`config.mk`:
```
export PLATFORM = sky130hd
export DESIGN_NAME = sas_adc_ctrl
export DESIGN_NICKNAME = d
export VERILOG_FILES = /design/src/design/sas_pkg.sv /design/src/design/sas_sar_seq.sv /design/src/design/sas_adc_ctrl.sv
export VERILOG_INCLUDE_DIRS = /design/src /design/src/design
export SDC_FILE = /design/constraint.sdc
export NUM_CORES = 1
export LEC_CHECK = 0
export ABC_AREA = 1
export BUFFER_PORTS_ARGS = -buffer_cell sky130_fd_sc_hd__buf_4
export CELL_PAD_IN_SITES_DETAIL_PLACEMENT = 2
export CELL_PAD_IN_SITES_GLOBAL_PLACEMENT = 2
export CORE_MARGIN = 5
export CORE_UTILIZATION = 29
export CTS_BUF_LIST = sky130_fd_sc_hd__clkbuf_8
export DETAILED_ROUTE_END_ITERATION = 6
export HOLD_SLACK_MARGIN = 0.06
export PLACE_DENSITY = 0.9
export SYNTH_ARGS = -nofsm -noshare
export SYNTH_HDL_FRONTEND = slang
export SYNTH_SLANG_ARGS = --single-unit
```
`constraint.sdc`:
```
create_clock -name ref_clk_i -period 2.8 [get_ports ref_clk_i]
set_clock_uncertainty 0.2 [all_clocks]
set_input_delay 0.56 -clock ref_clk_i [delete_from_list [all_inputs] [get_ports ref_clk_i]]
set_output_delay 0.56 -clock ref_clk_i [all_outputs]
set_load 0.01 [all_outputs]
```
`src/design/sas_map.svh`:
```
`ifndef SAS_MAP_SVH
`define SAS_MAP_SVH

// ------------------------------------------------------------
// register indexes: byte address is four times the index
// ------------------------------------------------------------
`define SAS_MODE_IDX 8'hBD
`define SAS_RES_HI_IDX 8'hBE
`define SAS_RES_LO_IDX 8'hBF
`define SAS_EV_STAT_IDX 8'hC0
`define SAS_EV_EN_IDX 8'hC1
`define SAS_EV_CLR_IDX 8'hC2

// ------------------------------------------------------------
// mode register layout and reset values
// ------------------------------------------------------------
`define SAS_MODE_RST 8'h00
`define SAS_START_BIT 7
`define SAS_DONE_BIT 6
`define SAS_CLK_MSB 5
`define SAS_CLK_LSB 4
`define SAS_CHAN_MSB 3
`define SAS_CHAN_LSB 0
`define SAS_CHAN_BANDGAP 4'hF
`define SAS_CHAN_EXT_TOP 4'h8
`define SAS_CHAN_FOURTEEN 4'hE

// ------------------------------------------------------------
// event bits: done, aborted, clock too fast
// ------------------------------------------------------------
`define SAS_EV_W 3
`define SAS_EV_DONE 0
`define SAS_EV_ABORT 1
`define SAS_EV_FAST 2

// ------------------------------------------------------------
// conversion timing in converter clocks; analog minimum in ns and system clocks
// ------------------------------------------------------------
`define SAS_RES_BITS 12
`define SAS_SETUP_CLKS 7'd10
`define SAS_BIT_CLKS 7'd4
`define SAS_TOTAL_CLKS 7'd66
`define SAS_TAIL_CLKS (`SAS_TOTAL_CLKS - `SAS_SETUP_CLKS - 7'd12 * `SAS_BIT_CLKS)
`define SAS_MIN_CONV_NS 25000
`define SAS_REF_PERIOD_NS 50
`define SAS_MIN_CONV_CYC ((`SAS_MIN_CONV_NS + `SAS_REF_PERIOD_NS - 1) / `SAS_REF_PERIOD_NS)

`endif

```
`src/design/sas_pkg.sv`:
```
package sas_pkg;
	// sequencer states, one-hot
	typedef enum logic [3:0] {
		SAS_IDLE = 4'b0001,
		SAS_SETUP = 4'b0010,
		SAS_CONV = 4'b0100,
		SAS_TAIL = 4'b1000
	} sas_seq_state_t;

	typedef logic [3:0] sas_chan_t;
	typedef logic [1:0] sas_clk_sel_t;

	// codes that reach an external analog pin
	function automatic logic sas_chan_ext(input sas_chan_t c);
		sas_chan_ext = (c <= 4'h8) || (c == 4'hE);
	endfunction
endpackage

```
`src/design/sas_sar_seq.sv`:
```
`timescale 1ns/1ns
`include "sas_map.svh"

module sas_sar_seq #(
	parameter int RES_W = `SAS_RES_BITS
) (
	input wire logic ref_clk_i, // system clock
	input wire logic rst_i, // async reset, high
	input wire logic tick_i, // converter clock enable pulse
	input wire logic start_i, // begin conversion
	input wire logic abort_i, // stop conversion
	input wire logic comp_i, // comparator: input above dac
	output logic busy_o, // conversion running
	output logic done_o, // one-cycle completion pulse
	output logic [RES_W-1:0] sar_o, // resolved bits
	output logic [RES_W-1:0] dac_code_o // trial code to dac
);
	import sas_pkg::*;

	if (RES_W < 2 || RES_W > 16 || 32'(`SAS_SETUP_CLKS) +
	    RES_W * 32'(`SAS_BIT_CLKS) > 32'(`SAS_TOTAL_CLKS)) begin : g_bad
		$error("sas_sar_seq: unsupported RES_W");
	end

	sas_seq_state_t state_r;
	logic [6:0] cnt_r;
	logic [3:0] idx_r;
	logic [RES_W-1:0] sar_r;
	logic [RES_W-1:0] dac_r;
	logic done_r;
	logic [RES_W-1:0] keep;

	function automatic logic [RES_W-1:0] bit_at(input logic [3:0] i);
		bit_at = '0;
		bit_at[i] = 1'b1;
	endfunction

	// comparator decision on the bit under trial
	assign keep = sar_r | (comp_i ? bit_at(idx_r) : '0);

	// ------------------------------------------------------------
	// sequencer: setup, one 4-clock step per bit, tail
	// ------------------------------------------------------------
	always_ff @(posedge ref_clk_i or posedge rst_i) begin
		if (rst_i) begin
			state_r <= SAS_IDLE;
			cnt_r <= 7'd0;
			idx_r <= 4'd0;
			sar_r <= '0;
			dac_r <= '0;
			done_r <= 1'b0;
		end else begin
			done_r <= 1'b0;
			unique case (state_r)
				SAS_IDLE: begin
					if (start_i) begin
						state_r <= SAS_SETUP;
						cnt_r <= 7'd0;
						sar_r <= '0;
						dac_r <= '0;
					end
				end
				SAS_SETUP: begin
					if (abort_i) begin
						state_r <= SAS_IDLE;
					end else if (tick_i) begin
						if (cnt_r == `SAS_SETUP_CLKS - 7'd1) begin
							state_r <= SAS_CONV;
							cnt_r <= 7'd0;
							idx_r <= 4'(RES_W - 1);
							dac_r <= bit_at(4'(RES_W - 1)); // half scale first
						end else begin
							cnt_r <= cnt_r + 7'd1;
						end
					end
				end
				SAS_CONV: begin
					if (abort_i) begin
						state_r <= SAS_IDLE;
					end else if (tick_i) begin
						if (cnt_r == `SAS_BIT_CLKS - 7'd1) begin
							cnt_r <= 7'd0;
							sar_r <= keep;
							if (idx_r == 4'd0) begin
								state_r <= SAS_TAIL;
								dac_r <= keep;
							end else begin
								idx_r <= idx_r - 4'd1;
								dac_r <= keep | bit_at(idx_r - 4'd1);
							end
						end else begin
							cnt_r <= cnt_r + 7'd1;
						end
					end
				end
				SAS_TAIL: begin
					if (abort_i) begin
						state_r <= SAS_IDLE;
					end else if (tick_i) begin
						if (cnt_r == `SAS_TAIL_CLKS - 7'd1) begin
							state_r <= SAS_IDLE;
							done_r <= 1'b1;
						end else begin
							cnt_r <= cnt_r + 7'd1;
						end
					end
				end
			endcase
		end
	end

	assign busy_o = (state_r != SAS_IDLE);
	assign done_o = done_r;
	assign sar_o = sar_r;
	assign dac_code_o = dac_r;

	// ------------------------------------------------------------
	// checks
	// ------------------------------------------------------------
	logic [7:0] tk_r; // ticks seen since start, checking only
	always_ff @(posedge ref_clk_i or posedge rst_i) begin
		if (rst_i) begin
			tk_r <= 8'd0;
		end else if (start_i && !busy_o) begin
			tk_r <= 8'd0;
		end else if (tick_i && busy_o) begin
			tk_r <= tk_r + 8'd1;
		end
	end
endmodule // sas_sar_seq

```
`src/design/sas_adc_ctrl.sv`:
```
// Chosen here: register access over AHB-Lite.
`timescale 1ns/1ns
`include "sas_map.svh"

module sas_adc_ctrl #(
	parameter int RES_W = `SAS_RES_BITS,
	parameter int AW = 10
) (
	input wire logic ref_clk_i, // system clock
	input wire logic rst_i, // async reset, high
	input wire logic hsel_i, // ahb select
	input wire logic [AW-1:0] haddr_i, // ahb byte address
	input wire logic hwrite_i, // ahb write
	input wire logic [1:0] htrans_i, // ahb transfer type
	input wire logic [2:0] hsize_i, // ahb size
	input wire logic [31:0] hwdata_i, // ahb write data
	input wire logic hready_i, // ahb bus ready
	output logic [31:0] hrdata_o, // ahb read data
	output logic hreadyout_o, // ahb slave ready
	output logic hresp_o, // ahb response, always okay
	input wire logic comp_i, // comparator decision
	output logic [RES_W-1:0] dac_code_o, // resistor-string code
	output sas_pkg::sas_chan_t chan_sel_o, // mux select code
	output logic chan_en_o, // external pin routed
	output logic bandgap_en_o, // bandgap routed
	output logic conv_busy_o, // conversion in progress
	output logic irq_o // enabled event pending
);
	import sas_pkg::*;

	if (RES_W != 12 || AW < 10) begin : g_bad
		$error("sas_adc_ctrl: result split needs RES_W 12, AW >= 10");
	end

	// ------------------------------------------------------------
	// ahb-lite slave: zero wait, data phase one cycle later
	// ------------------------------------------------------------
	logic acc;
	logic dp_wr_r;
	logic [7:0] dp_idx_r;
	logic [31:0] hrdata_r;
	logic [31:0] rd_nxt;
	logic [7:0] wdat;
	logic wr_mode;
	logic wr_en;
	logic wr_clr;

	// only whole aligned words are taken; other sizes act as no-op
	assign acc = hsel_i && htrans_i[1] && hready_i &&
		(hsize_i == 3'b010) && (haddr_i[1:0] == 2'b00);

	always_ff @(posedge ref_clk_i or posedge rst_i) begin
		if (rst_i) begin
			dp_wr_r <= 1'b0;
			dp_idx_r <= 8'h00;
		end else begin
			dp_wr_r <= acc && hwrite_i;
			dp_idx_r <= haddr_i[9:2];
		end
	end

	assign wdat = hwdata_i[7:0];
	assign wr_mode = dp_wr_r && (dp_idx_r == `SAS_MODE_IDX);
	assign wr_en = dp_wr_r && (dp_idx_r == `SAS_EV_EN_IDX);
	assign wr_clr = dp_wr_r && (dp_idx_r == `SAS_EV_CLR_IDX);

	// ------------------------------------------------------------
	// mode register
	// ------------------------------------------------------------
	logic start_r;
	logic done_r;
	sas_clk_sel_t clk_sel_r;
	sas_chan_t chan_r;
	logic seq_busy;
	logic seq_done;
	logic seq_start;
	logic seq_abort;
	logic [RES_W-1:0] seq_sar;

	// a start write while busy leaves the running conversion alone
	assign seq_start = wr_mode && wdat[`SAS_START_BIT] &&
		!seq_busy && !seq_done;
	assign seq_abort = wr_mode && !wdat[`SAS_START_BIT] && seq_busy;

	// start bit: completion wins over a write in the same cycle
	always_ff @(posedge ref_clk_i or posedge rst_i) begin
		if (rst_i) begin
			start_r <= 1'(`SAS_MODE_RST >> `SAS_START_BIT);
		end else if (seq_done) begin
			start_r <= 1'b0;
		end else if (wr_mode) begin
			start_r <= wdat[`SAS_START_BIT];
		end
	end

	// done flag: hardware set, cleared only by a new start
	always_ff @(posedge ref_clk_i or posedge rst_i) begin
		if (rst_i) begin
			done_r <= 1'b0;
		end else if (seq_done) begin
			done_r <= 1'b1;
		end else if (seq_start) begin
			done_r <= 1'b0;
		end
	end

	// clock and channel fields, writable at any time
	always_ff @(posedge ref_clk_i or posedge rst_i) begin
		if (rst_i) begin
			clk_sel_r <= 2'h0;
			chan_r <= 4'h0;
		end else if (wr_mode) begin
			clk_sel_r <= wdat[`SAS_CLK_MSB:`SAS_CLK_LSB];
			chan_r <= wdat[`SAS_CHAN_MSB:`SAS_CHAN_LSB];
		end
	end

	// ------------------------------------------------------------
	// converter clock divider, restarted with each conversion
	// ------------------------------------------------------------
	logic [2:0] div_cnt_r;
	logic [2:0] div_mask;
	logic tick;

	assign div_mask = 3'((4'h1 << clk_sel_r) - 4'h1);
	assign tick = ((div_cnt_r & div_mask) == div_mask);

	always_ff @(posedge ref_clk_i or posedge rst_i) begin
		if (rst_i) begin
			div_cnt_r <= 3'h0;
		end else if (seq_start) begin
			div_cnt_r <= 3'h0;
		end else begin
			div_cnt_r <= div_cnt_r + 3'h1;
		end
	end

	sas_sar_seq #(
		.RES_W(RES_W)
	) u_seq (
		.ref_clk_i(ref_clk_i),
		.rst_i(rst_i),
		.tick_i(tick),
		.start_i(seq_start),
		.abort_i(seq_abort),
		.comp_i(comp_i),
		.busy_o(seq_busy),
		.done_o(seq_done),
		.sar_o(seq_sar),
		.dac_code_o(dac_code_o)
	);

	// ------------------------------------------------------------
	// result registers, read-only, updated only at completion
	// ------------------------------------------------------------
	logic [RES_W-1:0] res_r;

	always_ff @(posedge ref_clk_i or posedge rst_i) begin
		if (rst_i) begin
			res_r <= '0;
		end else if (seq_done) begin
			res_r <= seq_sar;
		end
	end

	// ------------------------------------------------------------
	// events: sticky status, enable, write-one-to-clear
	// ------------------------------------------------------------
	logic [`SAS_EV_W-1:0] ev_stat_r;
	logic [`SAS_EV_W-1:0] ev_en_r;
	logic [`SAS_EV_W-1:0] ev_set;
	logic too_fast;

	// conversion time shorter than the analog minimum
	assign too_fast = seq_start && (int'(`SAS_TOTAL_CLKS) <<
		wdat[`SAS_CLK_MSB:`SAS_CLK_LSB]) < `SAS_MIN_CONV_CYC;
	assign ev_set = {too_fast, seq_abort, seq_done};

	// set wins over a clear landing in the same cycle
	always_ff @(posedge ref_clk_i or posedge rst_i) begin
		if (rst_i) begin
			ev_stat_r <= '0;
		end else begin
			ev_stat_r <= (ev_stat_r &
				~(wr_clr ? wdat[`SAS_EV_W-1:0] : '0)) | ev_set;
		end
	end

	// enables reset to zero, so completion alone raises no request
	always_ff @(posedge ref_clk_i or posedge rst_i) begin
		if (rst_i) begin
			ev_en_r <= '0;
		end else if (wr_en) begin
			ev_en_r <= wdat[`SAS_EV_W-1:0];
		end
	end

	assign irq_o = |(ev_stat_r & ev_en_r);

	// ------------------------------------------------------------
	// read path: registered in the address phase
	// ------------------------------------------------------------
	// a read right behind a write sees the old value; single
	// transfers with an idle data phase never hit this
	always_comb begin
		rd_nxt = 32'h0000_0000;
		unique case (haddr_i[9:2])
			`SAS_MODE_IDX: rd_nxt[7:0] = {start_r, done_r, clk_sel_r, chan_r};
			`SAS_RES_HI_IDX: rd_nxt[7:0] = res_r[11:4];
			`SAS_RES_LO_IDX: rd_nxt[3:0] = res_r[3:0];
			`SAS_EV_STAT_IDX: rd_nxt[`SAS_EV_W-1:0] = ev_stat_r;
			`SAS_EV_EN_IDX: rd_nxt[`SAS_EV_W-1:0] = ev_en_r;
			default: rd_nxt = 32'h0000_0000; // unmapped and clear read 0
		endcase
	end

	always_ff @(posedge ref_clk_i or posedge rst_i) begin
		if (rst_i) begin
			hrdata_r <= 32'h0000_0000;
		end else if (acc && !hwrite_i) begin
			hrdata_r <= rd_nxt;
		end
	end

	assign hrdata_o = hrdata_r;
	assign hreadyout_o = 1'b1;
	assign hresp_o = 1'b0;

	// ------------------------------------------------------------
	// analog side: one route at a time
	// ------------------------------------------------------------
	assign chan_sel_o = chan_r;
	assign chan_en_o = sas_chan_ext(chan_r);
	assign bandgap_en_o = (chan_r == `SAS_CHAN_BANDGAP);
	assign conv_busy_o = seq_busy;
endmodule // sas_adc_ctrl

```
==> out/metrics.yaml <==
die_area_um2: 19200
drive_above_1_share_pct: 15.4
yosysUniqueCellTypes: 37
grt_pass1_wl_mm: 24.1
pre_cts_ws_ps: 470
nNetsFinal: 738
synth_top_cell_by_area: "dfrtp_1"
area.growth.synth_to_final_pct: 15.8
initial_core_util_pct: 29.3
synth_ff_type: "dfrtp_1"
r2r-end: "u_seq.dac_code_o[9]"
seqCellArea_um2: 2150
synth_edf_count: 0
yosys.area.top_type_share_pct: 44.3
ys_seq_area_share_pct: 44.9
port_buffers: 54
layout_setup_ws_ps: 473
row_count: 47
finalSetupViolCount: 0
drt-total-wl_mm: 14.2
ios: 107
critPathKind: "reg2reg"
place_hpwl_mm: 11.1
slowest_stage: "dfstp_2"
grt_max_degree: 60
core_um2: 16400
drv_cap: 0
synth_area_leaders: "dfrtp_1, nand2_1, nand3_1"
dieWidth_um: 139
clockBufferDepth: 2
path_max_fanout: 21
cpPeakStageDelay_ps: 550
ys_async_sr_fraction_pct: 100
reg2reg_depth: 9
timing.rr.start: "u_seq.state_r[0]"
setup_tns_ps: 0
syn_area_um2: 4800
post-cts-setup-buffers: 0
end_kind: "register"
timing.fmax_mhz: 430
num-fill-cells: 1934
antennaDiodeCount: 0
gp_congestion: 0.821
relSlewSlack_pct: 50.7
rrSetupSlack_ps: 470
fin_crit_sh_pct: 83.1
clk_latency_ps: 380
crit_path_start_kind: "register"
chipHeight_um: 139
drc: 0
ctsResizeCount: 0
min_period_ps: 2330
ys_warn_count: 0
numCtsBuffers: 9
rsz0062_at_grt: "false"
crit_required_ps: 2870
p_per_area_nw_per_um2: 413
clk_pin_slew_ps: 90
finalHoldViolations: 0
crit_arrival_ps: 2400
cts_tree: "built"
holdBufCountCts: 0
cts_sinks: 86
htree_levels: 3
multi_input_area_um2: 2230
syn_area_per_cell_um2: 7.77
root_buffer: "clkbuf_8"
netlist_instances: 618
drv_slew: 0
antenna_found_initial: 0
grt-ovfl-total: 0
leakage_nw: 2.86
firstDrtPassIters: 4
vias: 4180
run_status: "completed"
hold_class: "in2async"
routedWlPerCell_um: 15.8
ir_worst_vdd_mv: 0.224
drtIter0Drc: 146
grt_pass1_vias: 4637
final_antenna_net_count: 0
worstMarginPinSlew_ps: 734
worstPathCellList: "nor2_2 > nand3_1 > nand2_1 > nand3_1 > nand2_1 > nor2_8 > nand2_2 > nand2_1 > nand2_1"
viasPerCell: 4.64
grt_usage_pct: 15.3
timing.critical_path.mode_cell: "nand2_1"
yosys_register_bits: 86
==> where the power goes <==
| part | internal [W] | switching (W) | leakage (nW) | total [W] |
|---|---|---|---|---|
| sequential | 0.00125 | 0.0000102 | 1.09 | 0.00126 |
| combinational | 0.0000416 | 0.0000809 | 1.67 | 0.000123 |
| clock | 0.000433 | 0.000477 | 0.0997 | 0.000911 |
==> synthesized netlist by cell type, types with 3 or more instances <==
master and count:
nand2_2 5, o21ai_1 3, nand3_1 58, nand4_1 7, dfrtp_1 85, nor2_1 46, nand3b_1 13, inv_1 57
buf_6 3, buf_4 29, nor2_4 5, nor2_2 3, o22ai_1 3, ha_1 9, a21oi_1 4, xnor2_1 5
nand2_1 198, inv_2 3, nor3_1 6, o21ai_0 50, buf_2 4
==> per-stage QoR <==
step	cells	hold WS [ps]	utilization, %	area, um^2	power [W]
4_1_cts	901	62.4	33.9	5560	0.00234
5_1_grt	901	69.5	33.9	5560	0.00240
2_1_floorplan	642	242	-	4890	0.00138
3_3_place_gp	885	256	32.7	5360	0.00140
3_5_place_dp	885	266	32.7	5360	0.00141
6_report	901	57.3	33.9	5560	0.00229
==> layout by cell type (no fill, tap or decap), types with 4 or more instances in the layout <==
master    synthesis  final
inv_1            57     57
buf_4            29     60
xnor2_1           5      5
o21ai_0          50     50
nand2_1         198    198
a21oi_1           4      4
clkbuf_8          0     10
nor2_1           46     46
ha_1              9      9
conb_1            2     26
nand4_1           7      7
nand2_2           5      5
nand3b_1         13     13
nand3_1          58     58
dfrtp_1          85     85
nor3_1            6      6
nor2_4            5      5
==> cell families (layout without fill, tap and decap cells) <==
family                   Yosys count  after routing  share of synthesized area [%]
AO/OA/AOI/OAI                     66             66                           7.53
XOR/XNOR                           7              7                           1.28
adder cells (fa/ha/maj)            9              9                           2.35
buffers and inverters             99            138                           10.6
flip-flops                        86             86                           44.9
other                              2             26                          0.156
AND/OR/NAND/NOR                  349            349                           33.2
==> worst max-delay path, delay by kind of cell, from the launching register on <==
family           cells  cell delay [ps]
flip-flops           1              550
AND/OR/NAND/NOR      9             1480
==> registers in the layout, indices dropped and copies added, names as in the netlist, 4 cells and up <==
name              cells
res_r                12
u_seq.dac_code_o     12
u_seq.sar_o          12
dp_idx_r              8
hrdata_o              8
u_seq.cnt_r           7
chan_sel_o            4
u_seq.idx_r           4
u_seq.state_r         4
==> routing by layer <==
layer	routed length (um)	track usage, %
met5	0	0
met4	127	2.99
met3	462	4.00
met2	7370	27.3
met1	6260	18.6
==> worst max-delay path by stage <==
stage | start | end | slack [ps] | cells after the start
6_report | u_seq.state_r[0] | u_seq.dac_code_o[9] | 470 | 9
5_1_grt | u_seq.state_r[0] | u_seq.sar_o[9] | 300 | 11
4_1_cts | u_seq.state_r[0] | u_seq.dac_code_o[9] | 450 | 9
3_5_place_dp | u_seq.state_r[0] | u_seq.dac_code_o[9] | 470 | 9
3_3_place_gp | u_seq.state_r[0] | u_seq.dac_code_o[3] | 540 | 11
2_1_floorplan | u_seq.state_r[0] | u_seq.sar_o[4] | 910 | 12
==> final cells by class <==
cell class	instances	share of cell area (%)
Sequential cell	86	38.7
Inverter	61	4.19
Tap cell	220	4.95
Timing Repair Buffer	61	8.46
Multi-Input combinational cell	457	40.1
Clock buffer	10	2.48
Clock inverter	6	1.13
(Power assumes the default switching activity.)
